===== src/hdl/aem_pkg.sv =====
// Purpose: shared constants, types and helpers for the encoder offset map
// Assumes: coordinates and limits are given in encoder increments
// Notes: step values are unsigned, coordinates two's complement
package aem_pkg;
  localparam int ENC_W = 25;
  localparam int COORD_W = 32;
  localparam int RES_W = 16;
  localparam int POS_W = 48;
  localparam int PAD_W = COORD_W - ENC_W;

  typedef logic [ENC_W-1:0] aem_step_t;
  typedef logic signed [COORD_W-1:0] aem_coord_t;
  typedef logic signed [POS_W-1:0] aem_pos_t;
  typedef logic [RES_W-1:0] aem_res_t;

  // reset values of the held parameters and mapper results, plus COORD_ONE for range arithmetic
  localparam aem_step_t STEP_ZERO = 25'h000_0000;
  localparam aem_step_t TOTAL_RST = 25'h000_0800;
  localparam aem_res_t RES_RST = 16'h0001;
  localparam aem_coord_t COORD_ZERO = 32'h0000_0000;
  localparam aem_coord_t COORD_ONE = 32'h0000_0001;
  localparam aem_pos_t POS_ZERO = 48'h0000_0000_0000;

  function automatic aem_coord_t aem_step2coord(input aem_step_t s);
    return aem_coord_t'({{PAD_W{1'b0}}, s});
  endfunction

  // (a + b) mod n, both operands already below n
  function automatic aem_step_t aem_mod_add(input aem_step_t a,
                                            input aem_step_t b,
                                            input aem_step_t n);
    logic [ENC_W:0] s;
    s = {1'b0, a} + {1'b0, b};
    if (s >= {1'b0, n})
    begin
      s = s - {1'b0, n};
    end
    return s[ENC_W-1:0];
  endfunction

  // (a - b) mod n, both operands already below n
  function automatic aem_step_t aem_mod_sub(input aem_step_t a,
                                            input aem_step_t b,
                                            input aem_step_t n);
    logic [ENC_W:0] s;
    if (a >= b)
    begin
      s = {1'b0, a} - {1'b0, b};
    end
    else
    begin
      s = {1'b0, a} + {1'b0, n} - {1'b0, b};
    end
    return s[ENC_W-1:0];
  endfunction
endpackage


===== src/hdl/aem_map_if.sv =====
// Purpose: carries active map parameters and results between control and mapper
// Assumes: single clock domain
// Notes: ctrl side drives parameters, mapper side drives results
interface aem_map_if;
  import aem_pkg::*;
  logic ce;
  logic enc_vld;
  aem_step_t enc;
  aem_step_t offset;
  aem_step_t ref_idx;
  aem_step_t total;
  aem_coord_t min_coord;
  aem_coord_t start_lim;
  aem_coord_t end_lim;
  aem_res_t res;
  logic run;
  aem_pos_t pos_r;
  aem_coord_t coord_r;
  logic pos_vld_r;
  logic outside_r;
  modport ctrl (output ce, enc_vld, enc, offset, ref_idx, total, min_coord,
                start_lim, end_lim, res, run,
                input pos_r, coord_r, pos_vld_r, outside_r);
  modport mapper (input ce, enc_vld, enc, offset, ref_idx, total, min_coord,
                  start_lim, end_lim, res, run,
                  output pos_r, coord_r, pos_vld_r, outside_r);
endinterface


===== src/hdl/aem_mapper.sv =====
// Purpose: two-stage map of an encoder reading onto the axis coordinate
// Assumes: enc below total whenever enc_vld is high
// Notes: latency two enabled cycles from reading to position
module aem_mapper (
  // clock and reset
  input wire logic i_ref_clk,
  input wire logic i_rst_n,
  // parameters in, results out
  aem_map_if.mapper mif
);
  import aem_pkg::*;

  aem_step_t idx_nxt;
  aem_step_t idx_r;
  logic idx_vld_r;
  aem_coord_t coord_nxt;
  aem_pos_t pos_nxt;
  logic outside_nxt;

  //////////////////////////////////////////////////////////////////////////
  // step index counted from the low end of the extended range
  assign idx_nxt = aem_mod_add(mif.ref_idx,
                   aem_mod_sub(mif.enc, mif.offset, mif.total),
                   mif.total);
  // min_coord already holds the lower half of the spare steps
  assign coord_nxt = mif.min_coord + aem_step2coord(idx_r);
  // widen before the product so the upper bits are not lost
  assign pos_nxt = aem_pos_t'(coord_nxt) *
                   aem_pos_t'($signed({1'b0, mif.res}));
  // outside the working range but inside the extended range
  assign outside_nxt = (coord_nxt < mif.start_lim) ||
                       (coord_nxt > mif.end_lim);

  //////////////////////////////////////////////////////////////////////////
  always_ff @(posedge i_ref_clk or negedge i_rst_n)
  begin
    if (!i_rst_n)
    begin
      idx_r <= STEP_ZERO;
      idx_vld_r <= 1'b0;
    end
    else if (mif.ce)
    begin
      idx_r <= idx_nxt;
      idx_vld_r <= mif.enc_vld && mif.run;
    end
  end

  always_ff @(posedge i_ref_clk or negedge i_rst_n)
  begin
    if (!i_rst_n)
    begin
      mif.coord_r <= COORD_ZERO;
      mif.pos_r <= POS_ZERO;
      mif.pos_vld_r <= 1'b0;
      mif.outside_r <= 1'b0;
    end
    else if (mif.ce)
    begin
      mif.pos_vld_r <= idx_vld_r && mif.run;
      if (idx_vld_r)
      begin
        mif.coord_r <= coord_nxt;
        mif.pos_r <= pos_nxt;
        mif.outside_r <= outside_nxt;
      end
    end
  end
endmodule


===== src/hdl/aem_top.sv =====
// Purpose: absolute encoder offset map with set-reference-point support
// Assumes: limits and reference coordinate are in encoder increments
// Notes: parameters are sampled only at start-up and on a load strobe
//
// Function
// - encoder offset must lie in 0..total-1
// - working range bounded by limits, reference inside
// - offset reading maps onto reference coordinate
// - set-reference computes offset, shown as service data
// - valid offset means synchronized right at start-up
// - spare steps extend range symmetrically around limits
// - zeroed encoder with zero offset maps correctly
module aem_top (
  // clock, reset, enable
  input wire logic i_ref_clk,
  input wire logic i_rst_n,
  input wire logic i_ce,
  // encoder reading
  input wire aem_pkg::aem_step_t i_enc_pos,
  input wire logic i_enc_vld,
  // parameter set
  input wire logic i_param_load,
  input wire aem_pkg::aem_step_t i_enc_total_steps,
  input wire aem_pkg::aem_step_t i_enc_offset,
  input wire aem_pkg::aem_coord_t i_ref_coord,
  input wire aem_pkg::aem_coord_t i_working_range_start_limit,
  input wire aem_pkg::aem_coord_t i_working_range_end_limit,
  input wire aem_pkg::aem_res_t i_resolution,
  // commands
  input wire logic i_set_ref,
  // position
  output aem_pkg::aem_pos_t o_position,
  output aem_pkg::aem_coord_t o_coord,
  output logic o_pos_vld,
  output logic o_outside_range,
  // status
  output logic o_synced,
  output logic o_param_err,
  output aem_pkg::aem_coord_t o_range_min,
  output aem_pkg::aem_coord_t o_range_max,
  // service data
  output aem_pkg::aem_step_t o_svc_offset,
  output logic o_svc_offset_vld
);
  import aem_pkg::*;

  typedef enum logic [1:0] {
    AEM_ST_BOOT,
    AEM_ST_RUN
  } aem_state_t;

  aem_state_t state_r;
  aem_state_t state_nxt;
  aem_map_if mif ();

  // held parameter set
  aem_step_t total_r;
  aem_step_t offset_r;
  aem_coord_t start_r;
  aem_coord_t end_r;
  aem_coord_t min_r;
  aem_coord_t max_r;
  aem_step_t ref_idx_r;
  aem_res_t res_r;
  logic synced_r;
  logic param_err_r;
  aem_step_t svc_offset_r;
  logic svc_vld_r;

  // candidate parameter set on the inputs
  aem_coord_t span;
  aem_coord_t spare;
  aem_coord_t low_ext;
  aem_coord_t new_min;
  aem_coord_t new_max;
  aem_coord_t total_c;
  logic lim_ok;
  logic ref_ok;
  logic off_ok;
  logic span_ok;
  logic cfg_ok;
  logic do_load;
  logic do_set_ref;
  aem_step_t ref_off;

  //////////////////////////////////////////////////////////////////////////
  // range extension: spare steps split, odd step to the top end
  assign total_c = aem_step2coord(i_enc_total_steps);
  assign span = i_working_range_end_limit -
                i_working_range_start_limit + COORD_ONE;
  assign spare = total_c - span;
  assign low_ext = spare >>> 1;
  assign new_min = i_working_range_start_limit - low_ext;
  assign new_max = new_min + total_c - COORD_ONE;

  // validation of the candidate set
  assign lim_ok = i_working_range_start_limit <
                  i_working_range_end_limit;
  assign ref_ok = (i_ref_coord >= i_working_range_start_limit) &&
                  (i_ref_coord <= i_working_range_end_limit);
  assign off_ok = i_enc_offset < i_enc_total_steps;
  assign span_ok = (span <= total_c) && (i_enc_total_steps != STEP_ZERO);
  assign cfg_ok = lim_ok && ref_ok && off_ok && span_ok &&
                  (i_resolution != RES_RST - RES_RST);

  // loads only happen at start-up or on the strobe; the cpu is stopped
  assign do_load = (state_r == AEM_ST_BOOT) || i_param_load;
  // a reference set needs a sane parameter set and a fresh reading
  assign do_set_ref = (state_r == AEM_ST_RUN) && i_set_ref && !do_load &&
                      !param_err_r && i_enc_vld &&
                      (i_enc_pos < total_r);
  // the reading taken here becomes the reference's partner value,
  // matching the map, where offset pairs with the reference index
  assign ref_off = i_enc_pos;

  //////////////////////////////////////////////////////////////////////////
  always_comb
  begin
    state_nxt = state_r;
    case (state_r)
      AEM_ST_BOOT: state_nxt = AEM_ST_RUN;
      AEM_ST_RUN: state_nxt = AEM_ST_RUN;
      default: state_nxt = AEM_ST_BOOT;
    endcase
  end

  always_ff @(posedge i_ref_clk or negedge i_rst_n)
  begin
    if (!i_rst_n)
    begin
      state_r <= AEM_ST_BOOT;
    end
    else if (i_ce)
    begin
      state_r <= state_nxt;
    end
  end

  //////////////////////////////////////////////////////////////////////////
  // parameter capture; a bad set keeps the old map but drops sync
  always_ff @(posedge i_ref_clk or negedge i_rst_n)
  begin
    if (!i_rst_n)
    begin
      total_r <= TOTAL_RST;
      offset_r <= STEP_ZERO;
      start_r <= COORD_ZERO;
      end_r <= COORD_ZERO;
      min_r <= COORD_ZERO;
      max_r <= COORD_ZERO;
      ref_idx_r <= STEP_ZERO;
      res_r <= RES_RST;
      param_err_r <= 1'b0;
    end
    else if (i_ce)
    begin
      if (do_load)
      begin
        param_err_r <= !cfg_ok;
        if (cfg_ok)
        begin
          total_r <= i_enc_total_steps;
          offset_r <= i_enc_offset;
          start_r <= i_working_range_start_limit;
          end_r <= i_working_range_end_limit;
          min_r <= new_min;
          max_r <= new_max;
          ref_idx_r <= aem_step_t'(i_ref_coord - new_min);
          res_r <= i_resolution;
        end
      end
      else if (do_set_ref)
      begin
        offset_r <= ref_off;
      end
    end
  end

  //////////////////////////////////////////////////////////////////////////
  // sync comes straight from a valid set, no seek travel needed
  always_ff @(posedge i_ref_clk or negedge i_rst_n)
  begin
    if (!i_rst_n)
    begin
      synced_r <= 1'b0;
      svc_offset_r <= STEP_ZERO;
      svc_vld_r <= 1'b0;
    end
    else if (i_ce)
    begin
      if (do_load)
      begin
        synced_r <= cfg_ok;
      end
      else if (do_set_ref)
      begin
        synced_r <= 1'b1;
      end
      if (do_set_ref)
      begin
        svc_offset_r <= ref_off;
        svc_vld_r <= 1'b1;
      end
      else if (do_load)
      begin
        svc_vld_r <= 1'b0;
      end
    end
  end

  //////////////////////////////////////////////////////////////////////////
  // mapper hookup; positions flow only while synchronized
  assign mif.ce = i_ce;
  assign mif.enc_vld = i_enc_vld && (i_enc_pos < total_r);
  assign mif.enc = i_enc_pos;
  assign mif.offset = offset_r;
  assign mif.ref_idx = ref_idx_r;
  assign mif.total = total_r;
  assign mif.min_coord = min_r;
  assign mif.start_lim = start_r;
  assign mif.end_lim = end_r;
  assign mif.res = res_r;
  assign mif.run = synced_r && !do_load;

  aem_mapper u_mapper (
    .i_ref_clk(i_ref_clk),
    .i_rst_n(i_rst_n),
    .mif(mif.mapper)
  );

  //////////////////////////////////////////////////////////////////////////
  assign o_position = mif.pos_r;
  assign o_coord = mif.coord_r;
  assign o_pos_vld = mif.pos_vld_r;
  assign o_outside_range = mif.outside_r;
  assign o_synced = synced_r;
  assign o_param_err = param_err_r;
  assign o_range_min = min_r;
  assign o_range_max = max_r;
  assign o_svc_offset = svc_offset_r;
  assign o_svc_offset_vld = svc_vld_r;
endmodule

===== config.mk =====
export PLATFORM = sky130hd
export DESIGN_NAME = aem_top
export DESIGN_NICKNAME = d
export VERILOG_FILES = /design/src/hdl/aem_pkg.sv /design/src/hdl/aem_map_if.sv /design/src/hdl/aem_mapper.sv /design/src/hdl/aem_top.sv
export SDC_FILE = /design/constraint.sdc
export NUM_CORES = 2
export LEC_CHECK = 0
export BUFFER_PORTS_ARGS = -buffer_cell sky130_fd_sc_hd__buf_2
export CAP_MARGIN = 10
export CORE_ASPECT_RATIO = 1.2
export CORE_MARGIN = 2
export CORE_UTILIZATION = 35
export DETAILED_ROUTE_END_ITERATION = 8
export GPL_ROUTABILITY_DRIVEN = 0
export PLACE_DENSITY = 0.6
export SETUP_SLACK_MARGIN = 0.5
export SLEW_MARGIN = 20
export SYNTH_ARGS = -nofsm -noshare
export SYNTH_HDL_FRONTEND = slang
export SYNTH_SLANG_ARGS = --single-unit
export TNS_END_PERCENT = 100

===== constraint.sdc =====
create_clock -name i_ref_clk -period 17.4 [get_ports i_ref_clk]
set_clock_uncertainty 0.05 [all_clocks]
set_input_delay 0.87 -clock i_ref_clk [delete_from_list [all_inputs] [get_ports i_ref_clk]]
set_output_delay 0.87 -clock i_ref_clk [all_outputs]
set_load 0.01 [all_outputs]

==> flow_summary_export.csv <==
group,metric,value,unit
run_status,outcome,"finished, final reports clean",
cts,htree_levels,2,
logic_synthesis,syn_area,50200,sq um
cells_and_area,nNetsFinal,7465,
floorplan,core_area,143000,sq um
worst_setup_path,r2r-start,"o_range_min[0]$_DFFE_PN0P_",
cells_and_area,fin_area,56300,sq um
detailed_routing,wire_per_inst,21.2,microns
logic_synthesis,syn-instance-count,5830,
worst_setup_path,cpMaxStageDelayCell,"o21ai_0",
placed_design,dp_cells,8002,
sta,fin_crit_sh,0.569,
worst_setup_path,endpoint_kind,"flip-flop",
logic_synthesis,synth_cell_types,80,
global_route,grt_first_pass_wirelength,260000,microns
cts,cts_inserted_buffers,47,
cts,cts-hold-fix-buffers,0,
sta,fin_crit,9.90,ns
logic_synthesis,synth_edf_count,0,
cts,insertion_delay,0.64,ns
global_route,grt_max_degree,106,
logic_synthesis,synth.ff_latch_count,356,
sta,max_freq,101,MHz
placed_design,place_hpwl,140000,microns
detailed_routing,drtPass1Iterations,6,
cells_and_area,stdcell_count,8105,
global_route,antenna_found_initial,58,
cts,clk_pin_slew,0.06,ns
detailed_routing,drt_iter0_drc,2769,
sta,worstMarginPinSlew,1.07,ns
cts,clockRootBuffer,"clkbuf_16",
min_path,worstHoldPathType,"primary input to asynchronous set/reset pin",
cells_and_area,syn_to_final_growth,12.0,%
cells_and_area,drive_gt1_frac,0.107,
floorplan,rows,152,
floorplan,dieArea,147000,sq um
logic_synthesis,synth_flop_cell,"dfrtp_1",
detailed_routing,wirelength,172000,microns
sta,fin_setup_tns,0,ns
placed_design,portBuffers,366,
cells_and_area,multi_input_comb_area,37200,sq um
global_route,grt_pass1_vias,43379,
detailed_routing,drc,0,
worst_setup_path,cp-startpoint,"o_range_min[0]$_DFFE_PN0P_",
logic_synthesis,ys_seq_area_frac,0.177,
sta,rsz0062_at_grt,"no",
sta,slew_viol_final,0,
cts,clockBufferDepth,3,
floorplan,die_h,419,microns
sta,hold_violations,0,
logic_synthesis,avgSynthCellArea,8.62,sq um
worst_setup_path,crit_fanout,19,
sta,setup_viol,0,
worst_setup_path,start_kind,"flip-flop",
global_route,track_usage,0.233,
worst_setup_path,cp_common_cell,"fa_1",
worst_setup_path,critical_path_class,"flip-flop to flip-flop",
cells_and_area,regArea,8910,sq um
cells_and_area,num-fill-cells,14565,
flow_run,maxCapViolations,0,
logic_synthesis,yosys_warnings,0,
logic_synthesis,synthArstFlopShare,1.00,
floorplan,initial_utilization,0.352,
detailed_routing,ant_nets,0,
cts,cts_resized,0,
sta,slew_headroom,0.280,
detailed_routing,vias_per_cell,5.21,
floorplan,die_width,350,microns
worst_setup_path,required,17.85,ns
sta,holdWs,0.126,ns
worst_setup_path,arrival,10.35,ns
detailed_routing,dr_total_vias,42246,
placed_design,place_area,54500,sq um
global_route,overflow,0,
worst_setup_path,worst_path_largest_cell_delay,0.71,ns
logic_synthesis,synth_nets,7168,
cts,tritoncts,"done",
cts,post_cts_buffers,0,
floorplan,io_pins,367,
cts,clock_sinks,356,
[state kept, by name (all words and copies together), names as in the netlist]
name and cells:
u_mapper.idx_r 25, u_mapper.mif.pos_r 48, u_mapper.idx_vld_r 1, mif.total 25, mif.res 16, o_range_min 32, end_r 32, o_param_err 1
u_mapper.mif.coord_r 32, o_svc_offset_vld 1, o_svc_offset 25, mif.offset 25, o_synced 1, u_mapper.mif.pos_vld_r 1, state_r 1, u_mapper.mif.outside_r 1
mif.start_lim 32, mif.ref_idx 25, o_range_max 32
[cell usage in the layout (no fill, tap or decap), types with 43 or more instances in the layout]
| cell type | count |
|---|---|
| o21a_1 | 49 |
| clkbuf_16 | 49 |
| fa_1 | 517 |
| and2_1 | 190 |
| xnor2_1 | 154 |
| nand3_1 | 72 |
| a21oi_1 | 256 |
| o21bai_1 | 45 |
| a21o_1 | 195 |
| nand2b_1 | 44 |
| buf_2 | 365 |
| nor3_1 | 50 |
| nor2_1 | 216 |
| o21ai_0 | 318 |
| nand2_1 | 786 |
| dfrtp_1 | 352 |
| buf_4 | 61 |
| ha_1 | 628 |
| nor2b_1 | 46 |
| o21ai_1 | 49 |
| xor2_1 | 115 |
| mux2_2 | 72 |
| a211oi_1 | 43 |
| nand4_1 | 55 |
| inv_1 | 962 |
[Yosys cell counts (28+ instances only)]
library cell  number  area, sq um
o31ai_1           29          218
nand4_1           55          344
a211oi_1          44          330
nand2b_1          44          275
and3_1            28          175
mux2i_1           28          280
clkbuf_1         139          522
a21o_1           195         1460
o21a_1            49          368
nor2b_1           47          294
fa_1             517        10300
nor2_1           216          811
inv_1            962         3610
xnor2_1          174         1520
nor3_1            50          250
o21ai_1           49          245
and2_1           191         1190
mux2_2            72          811
o21ai_0          318         1590
ha_1             628         7860
o21bai_1          45          338
xor2_1           122         1070
nand2_1          787         2950
nand3_1           73          365
a21oi_1          256         1280
dfrtp_1          354         8860
[metal layers]
layer / up-vias / wire length [microns] / part of all wire / GRT usage
met4: 72 / 8930 / 0.052 / 0.108
met5: - / 427 / 0.0025 / 0
met3: 465 / 13400 / 0.078 / 0.0574
li1: 19806 / - / - / -
met2: 1347 / 78700 / 0.46 / 0.387
met1: 20556 / 70300 / 0.41 / 0.285
[stage by stage]
stage | setup slack (ns) | utilization
detailed placement | 7.20 | 0.381
global route | 6.85 | 0.394
finish | 7.50 | 0.394
global placement | 7.27 | 0.381
CTS | 7.45 | 0.393
floorplan | 8.49 | -
[area by class of cell]
cell class	count	share of cell area
multi-input cells	4332	0.662
flip-flops and latches	356	0.158
inverters	962	0.0642
well taps	1925	0.0428
repair buffers	428	0.0414
clock buffers	63	0.0242
clock inverters	24	0.00663
diodes	15	0.000667
[worst max-delay path: cells and delay by family (launching register included)]
family          cells  cell delay, ns
compound gates     16            3.83
simple gates        4            0.70
xor+xnor            2            0.29
buf+inv             6            0.55
flops               1            0.39
fa+ha+maj           9            3.93
[path summary, 6_finish.rpt]
kind                                                 endpoint  slack (ns)  depth (start not counted)
setup / recovery           u_mapper.mif.pos_r[47]$_DFFE_PN0P_        7.50                         37
max in group asynchronous         mif.ref_idx[12]$_DFFE_PN0P_       14.94                          3
hold reg to reg             u_mapper.mif.pos_r[8]$_DFFE_PN0P_        0.42                          2
min in group i_ref_clk                 mif.res[0]$_DFFE_PN1P_        0.37                          3
setup reg to reg           u_mapper.mif.pos_r[47]$_DFFE_PN0P_        7.50                         37
hold / removal             u_mapper.mif.pos_r[46]$_DFFE_PN0P_        0.13                          1
[cells by family (layout without fill, tap and decap cells)]
| kind of cell | Yosys count | in the layout | synth area share |
|---|---|---|---|
| compound gates | 1218 | 1218 | 0.156 |
| buf+inv | 1142 | 1477 | 0.0872 |
| mux | 101 | 101 | 0.0219 |
| simple gates | 1569 | 1569 | 0.143 |
| flops | 356 | 356 | 0.177 |
| other cells | 0 | 15 | 0 |
| fa+ha+maj | 1147 | 1147 | 0.363 |
| xor+xnor | 297 | 297 | 0.0521 |
Power is not shown: default switching activity piles up to over one toggle a cycle in this logic, so the estimate is an artifact.
